==> src/rtl/usbds_defs.vh <==
// Constants of the USB descriptor source: descriptor codes, fixed fields and EEPROM defaults.
`ifndef USBDS_DEFS_VH
`define USBDS_DEFS_VH

// ----------------------------------------------------------------------
// Descriptor type codes
// ----------------------------------------------------------------------
`define USBDS_TYPE_STRING 8'h03
`define USBDS_TYPE_ENDPOINT 8'h05
`define USBDS_TYPE_QUALIFIER 8'h06
`define USBDS_TYPE_OTHER_SPEED 8'h07

// ----------------------------------------------------------------------
// Interrupt endpoint descriptor
// ----------------------------------------------------------------------
`define USBDS_EP_LEN 8'h07
`define USBDS_EP_ADDR 8'h83
`define USBDS_EP_ATTR 8'h03
`define USBDS_EP_MAXPKT 16'h0010
`define USBDS_EP_INTERVAL_DEF 8'h04

// ----------------------------------------------------------------------
// Other-speed configuration descriptor
// ----------------------------------------------------------------------
`define USBDS_OSC_LEN 8'h09
`define USBDS_OSC_TOTAL 16'h0027
`define USBDS_OSC_NUM_IF 8'h01
`define USBDS_OSC_CFG_VAL 8'h01
`define USBDS_OSC_ATTR_DEF 8'hA0
`define USBDS_ATTR_SELF_BIT 6
`define USBDS_ATTR_WAKE_BIT 5
`define USBDS_PWR_SELF_DEF 8'h01
`define USBDS_PWR_BUS_DEF 8'hFA

// ----------------------------------------------------------------------
// Device qualifier descriptor
// ----------------------------------------------------------------------
`define USBDS_DQ_LEN 8'h0A
`define USBDS_DQ_BCD 16'h0200
`define USBDS_DQ_MAXPKT0 8'h40
`define USBDS_DQ_NUM_CFG 8'h01
`define USBDS_DQ_RSVD 8'h00

// ----------------------------------------------------------------------
// String descriptors
// ----------------------------------------------------------------------
`define USBDS_LANG_LEN 8'h04
`define USBDS_LANG_EE_LO 9'h00A
`define USBDS_LANG_EE_HI 9'h00B
`define USBDS_NUM_STR 5

`endif

==> src/rtl/usbds_source.v <==
// Descriptor byte source for the interrupt endpoint, other-speed, qualifier and strings.
//
// How it works
// - Interrupt endpoint bytes are fixed constants except the interval.
// - Polling interval from EEPROM, else 04h.
// - Other-speed header bytes fixed: 09,07,0027,01,01.
// - Other-speed uses configuration of unused speed.
// - Power default 01h self, FAh bus.
// - Attributes default A0h, strap may alter.
// - Qualifier fixed bytes: 0A,06,0200,40,01,00.
// - Qualifier class fields from opposite speed.
// - Index 0 returns 04,03,EEPROM 0Ah-0Bh.
// - Index 0 stalls without EEPROM or strings.
// - Language identifier is never checked.
// - Index 1-5 stalls if absent.
// - String bytes pass from EEPROM unchanged.
`timescale 1ns/1ps
`include "usbds_defs.vh"
module usbds_source #(
   parameter EE_AW = 9
) (
   // Clock and reset
   input wire ref_clk_i,
   input wire arst_n_i,
   // Strap pin
   input wire remote_wakeup_strap_i,
   // Operating state
   input wire high_speed_i,
   input wire self_powered_i,
   input wire eeprom_valid_i,
   // EEPROM-derived fields
   input wire [7:0] ee_interval_i,
   input wire [7:0] ee_hs_iconfig_i,
   input wire [7:0] ee_hs_attr_i,
   input wire [7:0] ee_hs_power_i,
   input wire [7:0] ee_fs_iconfig_i,
   input wire [7:0] ee_fs_attr_i,
   input wire [7:0] ee_fs_power_i,
   input wire [7:0] dev_hs_class_i,
   input wire [7:0] dev_hs_subclass_i,
   input wire [7:0] dev_hs_protocol_i,
   input wire [7:0] dev_fs_class_i,
   input wire [7:0] dev_fs_subclass_i,
   input wire [7:0] dev_fs_protocol_i,
   input wire [39:0] ee_str_len_i,
   input wire [39:0] ee_str_off_i,
   // EEPROM byte read port, data taken in the same cycle as the strobe
   output reg ee_rd_o,
   output reg [EE_AW-1:0] ee_addr_o,
   input wire [7:0] ee_data_i,
   // Request
   input wire req_valid_i,
   output wire req_ready_o,
   input wire [7:0] req_type_i,
   input wire [7:0] req_index_i,
   input wire [15:0] req_langid_i,
   input wire [15:0] req_length_i,
   // Answer
   output reg stall_o,
   output reg done_o,
   output reg byte_valid_o,
   output reg [7:0] byte_data_o,
   output reg byte_last_o,
   input wire byte_ready_i
);

   // ----------------------------------------------------------------------
   // Kinds and states
   // ----------------------------------------------------------------------
   localparam [2:0] K_EP = 3'h0;
   localparam [2:0] K_OSC = 3'h1;
   localparam [2:0] K_DQ = 3'h2;
   localparam [2:0] K_LANG = 3'h3;
   localparam [2:0] K_STR = 3'h4;
   localparam [1:0] S_IDLE = 2'h0;
   localparam [1:0] S_FETCH = 2'h1;
   localparam [1:0] S_SEND = 2'h2;

   // ----------------------------------------------------------------------
   // Helpers
   // ----------------------------------------------------------------------
   function [7:0] str_field;
      input [39:0] vec;
      input [2:0] idx;
      begin
         case (idx)
            3'h1: str_field = vec[7:0];
            3'h2: str_field = vec[15:8];
            3'h3: str_field = vec[23:16];
            3'h4: str_field = vec[31:24];
            3'h5: str_field = vec[39:32];
            default: str_field = 8'h00;
         endcase
      end
   endfunction
   function [15:0] min16;
      input [15:0] a;
      input [15:0] b;
      begin
         min16 = (a < b) ? a : b;
      end
   endfunction

   // ----------------------------------------------------------------------
   // Strap
   // ----------------------------------------------------------------------
   wire strap;
   wire strap_valid;
   usbds_strap_sync u_strap (
      .ref_clk_i(ref_clk_i),
      .arst_n_i(arst_n_i),
      .remote_wakeup_strap_i(remote_wakeup_strap_i),
      .strap_o(strap),
      .strap_valid_o(strap_valid)
   );

   // ----------------------------------------------------------------------
   // Derived field values
   // ----------------------------------------------------------------------
   wire [7:0] interval = eeprom_valid_i ? ee_interval_i : `USBDS_EP_INTERVAL_DEF;
   wire [7:0] osc_iconfig = high_speed_i ? ee_fs_iconfig_i : ee_hs_iconfig_i;
   wire [7:0] osc_ee_attr = high_speed_i ? ee_fs_attr_i : ee_hs_attr_i;
   wire [7:0] osc_ee_power = high_speed_i ? ee_fs_power_i : ee_hs_power_i;
   reg [7:0] attr_def;
   always @* begin
      attr_def = `USBDS_OSC_ATTR_DEF;
      attr_def[`USBDS_ATTR_WAKE_BIT] = strap_valid ? strap : 1'b1;
   end
   wire [7:0] osc_attr = eeprom_valid_i ? osc_ee_attr : attr_def;
   wire [7:0] pwr_def = self_powered_i ? `USBDS_PWR_SELF_DEF : `USBDS_PWR_BUS_DEF;
   wire [7:0] osc_power = eeprom_valid_i ? osc_ee_power : pwr_def;
   wire [7:0] dq_class = high_speed_i ? dev_fs_class_i : dev_hs_class_i;
   wire [7:0] dq_subclass = high_speed_i ? dev_fs_subclass_i : dev_hs_subclass_i;
   wire [7:0] dq_protocol = high_speed_i ? dev_fs_protocol_i : dev_hs_protocol_i;
   wire [15:0] ep_maxpkt = `USBDS_EP_MAXPKT;
   wire [15:0] osc_total = `USBDS_OSC_TOTAL;
   wire [15:0] dq_bcd = `USBDS_DQ_BCD;
   // ----------------------------------------------------------------------
   // Request decode
   // ----------------------------------------------------------------------
   wire any_string = |ee_str_len_i;
   wire [2:0] sidx = req_index_i[2:0];
   wire sidx_ok = (req_index_i >= 8'h01) && (req_index_i <= 8'h05);
   wire [7:0] sel_len = str_field(ee_str_len_i, sidx);
   wire [7:0] sel_off = str_field(ee_str_off_i, sidx);
   // The language identifier port is deliberately not decoded.
   reg [2:0] dec_kind;
   reg dec_stall;
   reg [15:0] dec_len;
   always @* begin
      dec_kind = K_EP;
      dec_stall = 1'b0;
      dec_len = 16'h0000;
      case (req_type_i)
         `USBDS_TYPE_ENDPOINT: begin
            dec_kind = K_EP;
            dec_len = {8'h00, `USBDS_EP_LEN};
         end
         `USBDS_TYPE_OTHER_SPEED: begin
            dec_kind = K_OSC;
            dec_len = {8'h00, `USBDS_OSC_LEN};
         end
         `USBDS_TYPE_QUALIFIER: begin
            dec_kind = K_DQ;
            dec_len = {8'h00, `USBDS_DQ_LEN};
         end
         `USBDS_TYPE_STRING: begin
            if (req_index_i == 8'h00) begin
               dec_kind = K_LANG;
               dec_len = {8'h00, `USBDS_LANG_LEN};
               dec_stall = !eeprom_valid_i || !any_string;
            end else begin
               dec_kind = K_STR;
               dec_len = {8'h00, sel_len};
               dec_stall = !sidx_ok || !eeprom_valid_i ||
                  ((sel_len == 8'h00) && (sel_off == 8'h00));
            end
         end
         default: begin
            dec_stall = 1'b1;
         end
      endcase
   end

   // ----------------------------------------------------------------------
   // Transfer state
   // ----------------------------------------------------------------------
   reg [1:0] state;
   reg [2:0] kind;
   reg [15:0] limit;
   reg [15:0] count;
   reg [7:0] str_base;
   assign req_ready_o = (state == S_IDLE);
   // Fixed bytes, multi-byte fields low byte first.
   reg [7:0] table_byte;
   reg table_from_ee;
   always @* begin
      table_byte = 8'h00;
      table_from_ee = 1'b0;
      case (kind)
         K_EP: begin
            case (count[3:0])
               4'h0: table_byte = `USBDS_EP_LEN;
               4'h1: table_byte = `USBDS_TYPE_ENDPOINT;
               4'h2: table_byte = `USBDS_EP_ADDR;
               4'h3: table_byte = `USBDS_EP_ATTR;
               4'h4: table_byte = ep_maxpkt[7:0];
               4'h5: table_byte = ep_maxpkt[15:8];
               default: table_byte = interval;
            endcase
         end
         K_OSC: begin
            case (count[3:0])
               4'h0: table_byte = `USBDS_OSC_LEN;
               4'h1: table_byte = `USBDS_TYPE_OTHER_SPEED;
               4'h2: table_byte = osc_total[7:0];
               4'h3: table_byte = osc_total[15:8];
               4'h4: table_byte = `USBDS_OSC_NUM_IF;
               4'h5: table_byte = `USBDS_OSC_CFG_VAL;
               4'h6: table_byte = osc_iconfig;
               4'h7: table_byte = osc_attr;
               default: table_byte = osc_power;
            endcase
         end
         K_DQ: begin
            case (count[3:0])
               4'h0: table_byte = `USBDS_DQ_LEN;
               4'h1: table_byte = `USBDS_TYPE_QUALIFIER;
               4'h2: table_byte = dq_bcd[7:0];
               4'h3: table_byte = dq_bcd[15:8];
               4'h4: table_byte = dq_class;
               4'h5: table_byte = dq_subclass;
               4'h6: table_byte = dq_protocol;
               4'h7: table_byte = `USBDS_DQ_MAXPKT0;
               4'h8: table_byte = `USBDS_DQ_NUM_CFG;
               default: table_byte = `USBDS_DQ_RSVD;
            endcase
         end
         K_LANG: begin
            case (count[3:0])
               4'h0: table_byte = `USBDS_LANG_LEN;
               4'h1: table_byte = `USBDS_TYPE_STRING;
               default: table_from_ee = 1'b1;
            endcase
         end
         default: begin
            table_from_ee = 1'b1;
         end
      endcase
   end

   // EEPROM address of the current byte.
   wire [EE_AW-1:0] lang_addr = (count[0] == 1'b0) ? `USBDS_LANG_EE_LO : `USBDS_LANG_EE_HI;
   wire [EE_AW-1:0] str_addr = str_base + count[EE_AW-1:0];
   wire [EE_AW-1:0] cur_addr = (kind == K_LANG) ? lang_addr : str_addr;

   // ----------------------------------------------------------------------
   // Sequencer
   // ----------------------------------------------------------------------
   // Each byte takes a fetch cycle so that EEPROM and fixed bytes share one
   // timing; the cost is two idle cycles per byte, far below any USB rate.
   reg fetch_ee;
   wire [15:0] next_count = count + 16'h0001;
   always @(posedge ref_clk_i or negedge arst_n_i) begin
      if (!arst_n_i) begin
         state <= S_IDLE;
         kind <= K_EP;
         limit <= 16'h0000;
         count <= 16'h0000;
         str_base <= 8'h00;
         fetch_ee <= 1'b0;
         ee_rd_o <= 1'b0;
         ee_addr_o <= {EE_AW{1'b0}};
         stall_o <= 1'b0;
         done_o <= 1'b0;
         byte_valid_o <= 1'b0;
         byte_data_o <= 8'h00;
         byte_last_o <= 1'b0;
      end else begin
         stall_o <= 1'b0;
         done_o <= 1'b0;
         ee_rd_o <= 1'b0;
         case (state)
            S_IDLE: begin
               if (req_valid_i) begin
                  kind <= dec_kind;
                  str_base <= sel_off;
                  count <= 16'h0000;
                  limit <= min16(req_length_i, dec_len);
                  if (dec_stall) begin
                     stall_o <= 1'b1;
                  end else if (min16(req_length_i, dec_len) == 16'h0000) begin
                     done_o <= 1'b1;
                  end else begin
                     state <= S_FETCH;
                  end
               end
            end
            S_FETCH: begin
               fetch_ee <= table_from_ee;
               if (table_from_ee) begin
                  ee_rd_o <= 1'b1;
                  ee_addr_o <= cur_addr;
               end else begin
                  byte_data_o <= table_byte;
               end
               byte_last_o <= (next_count == limit);
               state <= S_SEND;
            end
            S_SEND: begin
               if (!byte_valid_o) begin
                  if (fetch_ee) begin
                     byte_data_o <= ee_data_i;
                  end
                  byte_valid_o <= 1'b1;
               end else if (byte_ready_i) begin
                  byte_valid_o <= 1'b0;
                  count <= next_count;
                  if (byte_last_o) begin
                     byte_last_o <= 1'b0;
                     done_o <= 1'b1;
                     state <= S_IDLE;
                  end else begin
                     state <= S_FETCH;
                  end
               end
            end
            default: begin
               state <= S_IDLE;
            end
         endcase
      end
   end

endmodule

==> src/rtl/usbds_strap_sync.v <==
// Synchroniser and reset-release capture of the remote wakeup strap pin.
`timescale 1ns/1ps
module usbds_strap_sync (
   // Clock and reset
   input wire ref_clk_i,
   input wire arst_n_i,
   // Strap pin
   input wire remote_wakeup_strap_i,
   // Captured level
   output reg strap_o,
   output reg strap_valid_o
);

   reg meta;
   reg sync;
   reg [1:0] wait_cnt;

   // The strap is only meaningful at power-up, so it is frozen once the
   // synchroniser has settled after reset release.
   always @(posedge ref_clk_i or negedge arst_n_i) begin
      if (!arst_n_i) begin
         meta <= 1'b0;
         sync <= 1'b0;
         wait_cnt <= 2'h0;
         strap_o <= 1'b0;
         strap_valid_o <= 1'b0;
      end else begin
         meta <= remote_wakeup_strap_i;
         sync <= meta;
         if (wait_cnt != 2'h2) begin
            wait_cnt <= wait_cnt + 2'h1;
         end else if (!strap_valid_o) begin
            strap_o <= sync;
            strap_valid_o <= 1'b1;
         end
      end
   end

endmodule

==> config.mk <==
export PLATFORM = sky130hd
export DESIGN_NAME = usbds_source
export DESIGN_NICKNAME = d
export VERILOG_FILES = /design/src/rtl/usbds_source.v /design/src/rtl/usbds_strap_sync.v
export VERILOG_INCLUDE_DIRS = /design/src /design/src/rtl
export SDC_FILE = /design/constraint.sdc
export NUM_CORES = 1
export LEC_CHECK = 0
export BUFFER_PORTS_ARGS = -buffer_cell sky130_fd_sc_hd__buf_2
export CELL_PAD_IN_SITES_DETAIL_PLACEMENT = 0
export CELL_PAD_IN_SITES_GLOBAL_PLACEMENT = 1
export CORE_MARGIN = 5
export CORE_UTILIZATION = 31
export DETAILED_ROUTE_END_ITERATION = 6
export GPL_TIMING_DRIVEN = 0
export HOLD_SLACK_MARGIN = 0.08
export PLACE_DENSITY_LB_ADDON = 0.1
export SETUP_SLACK_MARGIN = 0.02
export SLEW_MARGIN = 20
export SYNTH_ARGS = -nofsm -noshare
export SYNTH_HDL_FRONTEND = slang
export SYNTH_SLANG_ARGS = --single-unit
==> constraint.sdc <==
create_clock -name ref_clk_i -period 2.4 [get_ports ref_clk_i]
set_input_delay 0.24 -clock ref_clk_i [delete_from_list [all_inputs] [get_ports ref_clk_i]]
set_output_delay 0.24 -clock ref_clk_i [all_outputs]
set_load 0.05 [all_outputs]
==> results.md <==
- Vias in the first global route: 7,228
- Die Y: 153 um
- Relative slew slack: 35.2%
- Top cells by count, synth: nand2_1 (75), dfrtp_1 (74), o21ai_0 (67), mux2i_1 (64), nor2_1 (54)
- Register area share after synthesis: 29.2%
- Drt total wl: 26,200 um
- Asr flop ratio synth: 100%
- Initial Utilization: 31.4%
- Worst Slack Setup Final: -0.779 ns
- Post-route ant nets: 0
- Seq cells post-synth: 74
- Placer Congestion: 0.901
- Minimum clock period: 3.18 ns
- Clock sink total: 74
- Share of cells above drive strength 1: 42.8%
- Leakage: 4.44 nW
- CP max stage delay: 0.55 ns
- RSZ-0062 raised after global routing: true
- Mapped Cells: 768
- Most frequent cell after synthesis: nand2_1
- Setup CP Type: in -> reg
- Htree depth: 3
- Deepest clock path buffer count: 2
- Total CTS buffers: 9
- P&R area growth vs syn: 49.0%
- Final setup viols: 12
- CP Data Required Time: 2.61 ns
- Reg2Reg Depth: 10
- Final instance area: 0.00945 mm^2
- Nets: 1,368
- Syn avg cell area: 8.25 um^2
- Die area: 0.0234 mm^2
- Peak VDD IR: 0.409 mV
- Worst Hold Depth: 3
- Outcome: finished, violations left
- ANT cells: 0
- HPWL after DPL: 20,600 um
- Pwr dens: 353 mW/mm^2
- Number of I/O port buffers: 250
- CTS clk-pin slew, worst paths: 0.06 ns
- Final Slew Violations: 0
- Crit path DAT: 3.39 ns
- Synthesized Nets: 1,041
- DR WL met2: 12,700 um
- Distinct cell type count after synthesis: 70
- Total design power: 3.33 mW
- # IOs: 271
- First-pass GRT wire length: 39,800 um
- Area leader, netlist: dfrtp_1
- F_max: 315 MHz
- Routed length per instance: 19.1 um
- Area of the core: 0.0202 mm^2
- Highest metal used: met4
- Clk_lat worst skew: 0.34 ns
- Total Routing Usage GR: 21.3%
- Tcrit/Tclk final: 132%
- Routed via count: 7,138
- Post-synth EDFFs: 0
- Top cell type's share of synthesized area: 29.2%
- Critical-path cell list: buf_6, or4b_4, nor4b_4, nand2_2, o21a_4, ha_4, a211o_1, nor3b_2, a21oi_1, a31oi_2, buf_6, buf_2, a31o_4, o41ai_2, nand3_2
- Syn. warnings: 0
- Critical path's most frequent cell: buf_6
- Met3 Routed Length: 1490 um
- R2r setup slk: 0.07 ns
- Max cap viols: 0
- Post-DP Area: 0.00801 mm^2
- DRT iter0 DRCs: 284
- Hold Fails Final Rpt: 0
- Die Wd: 153 um
- Clock skew: 0.0102 ns
- Via density: 5.22
- TritonRoute pass-1 iters: 7
- Crit-path slowest cell: or4b_4
- Clk root buf: clkbuf_16
- Synth Flop Type: dfrtp_1
- CTS tree: built
- Drt drc: 1
- Rows: 52
- Top cells by area, synth: dfrtp_1 (29%), mux2i_1 (10%), o21ai_0 (5.3%)
- Worst-margin pin slew: 0.969 ns
- Violated checks: design-rule violations, negative setup slack
- Hold Path Class: in -> reg
- Largest net degree at the start of global routing: 43
- Worst Path Max Fanout: 4
- Gr ovfl total: 0
- Crit start category: input pin
- M1 wire length: 11,400 um
- Initial antenna violation count: 0
- Synthesized area: 0.00634 mm^2
- Crit end category: flop
cell usage in the layout (no fill, tap or decap), drive strengths merged, types with 5 or more instances in the layout:
master and instances:
and2 14, nand2b 5, a22oi 7, nand3 18
nand3b 6, mux2 10, dfrtp 74, nor3 5
a21oi 48, nor4 20, a211oi 9, ha 24
o21ai 69, clkbuf 32, o41ai 5, nand4 12
xor2 6, inv 29, o22ai 15, o21a 6
nor2b 9, buf 338, xnor2 27, a221oi 7
o211ai 5, nor2 55, and3 10, o31ai 10
mux2i 64, nor3b 5, nand2 75, a222oi 8
a31oi 12
layout make-up:
class | instances | area [um^2]
fillers | 2093 | 10700
multi-input cells | 618 | 4730
repair buffers | 323 | 1870
flip-flops and latches | 74 | 1860
well taps | 270 | 338
plain buffers | 40 | 274
clock buffers | 9 | 225
inverters | 29 | 111
clock inverters | 5 | 33.8
cell families after synthesis:
logic type | Yosys count | share of synthesized area [%]
simple gates | 249 | 20.1
compound gates | 237 | 24.4
buf+inv | 76 | 4.78
mux | 74 | 11.9
flops | 74 | 29.2
xor+xnor | 33 | 4.56
fa+ha+maj | 25 | 5.05
worst paths after layout:
path,startpoint,endpoint
max reg2reg,count[1]$_DFFE_PN0P_,byte_data_o[6]$_DFFE_PN0P_
max in group asynchronous,arst_n_i,count[2]$_DFFE_PN0P_
min in group asynchronous,arst_n_i,u_strap.sync$_DFF_PN0_
max,req_type_i[3],state[0]$_DFFE_PN0P_
min,ee_data_i[6],byte_data_o[6]$_DFFE_PN0P_
min reg2reg,u_strap.meta$_DFF_PN0_,u_strap.sync$_DFF_PN0_
layer usage:
metal | global-route usage (%) | vias up
met1 | 27.1 | 3314
met4 | 5.47 | 0
met2 | 36.5 | 261
met5 | 0 | -
li1 | - | 3527
met3 | 4.69 | 36
stage by stage:
step / util, % / std cells / setup TNS, ns / worst slack, ns / hold slack, ns
after detailed placement: 39.7 / 1289 / -21.60 / -1.27 / 0.225
final: 46.8 / 1368 / -8.51 / -0.779 / 0.200
after CTS: 44.2 / 1340 / -8.04 / -0.725 / 0.183
after floorplan: - / 768 / -7.35 / -0.757 / -0.0556
after global placement: 39.6 / 1288 / -20.83 / -1.26 / 0.335
after global routing: 46.8 / 1368 / -10.32 / -0.893 / 0.192
critical path: cells and delay by family:
kind | cells | cell delay [ns]
compound gates | 6 | 1.27
simple gates | 5 | 1.21
buf+inv | 3 | 0.40
fa+ha+maj | 1 | 0.26
state kept, by name, indices dropped and copies added, names as in the netlist:
register,cells
state,2
done_o,1
ee_addr_o,9
fetch_ee,1
u_strap.wait_cnt,2
u_strap.meta,1
stall_o,1
u_strap.sync,1
byte_valid_o,1
ee_rd_o,1
kind,3
str_base,8
byte_last_o,1
byte_data_o,8
u_strap.strap_o,1
limit,16
count,16
u_strap.strap_valid_o,1
where the power goes:
part           switching (mW)  leakage, nW  internal [mW]
logic                   0.457         3.34          0.326
clock network           0.538        0.123          0.686
registers              0.0295        0.977           1.30
what timing repair did:
| action | in CTS | in global routing |
|---|---|---|
| setup buffers | 40 | 31 |
| pin swaps | 32 | 36 |
| hold endpoints to repair | 33 | 0 |
| hold buffers | 2 | 0 |
| gates resized for setup | 89 | 90 |
| setup endpoints to repair | 45 | 35 |
(Power assumes the default switching activity.)
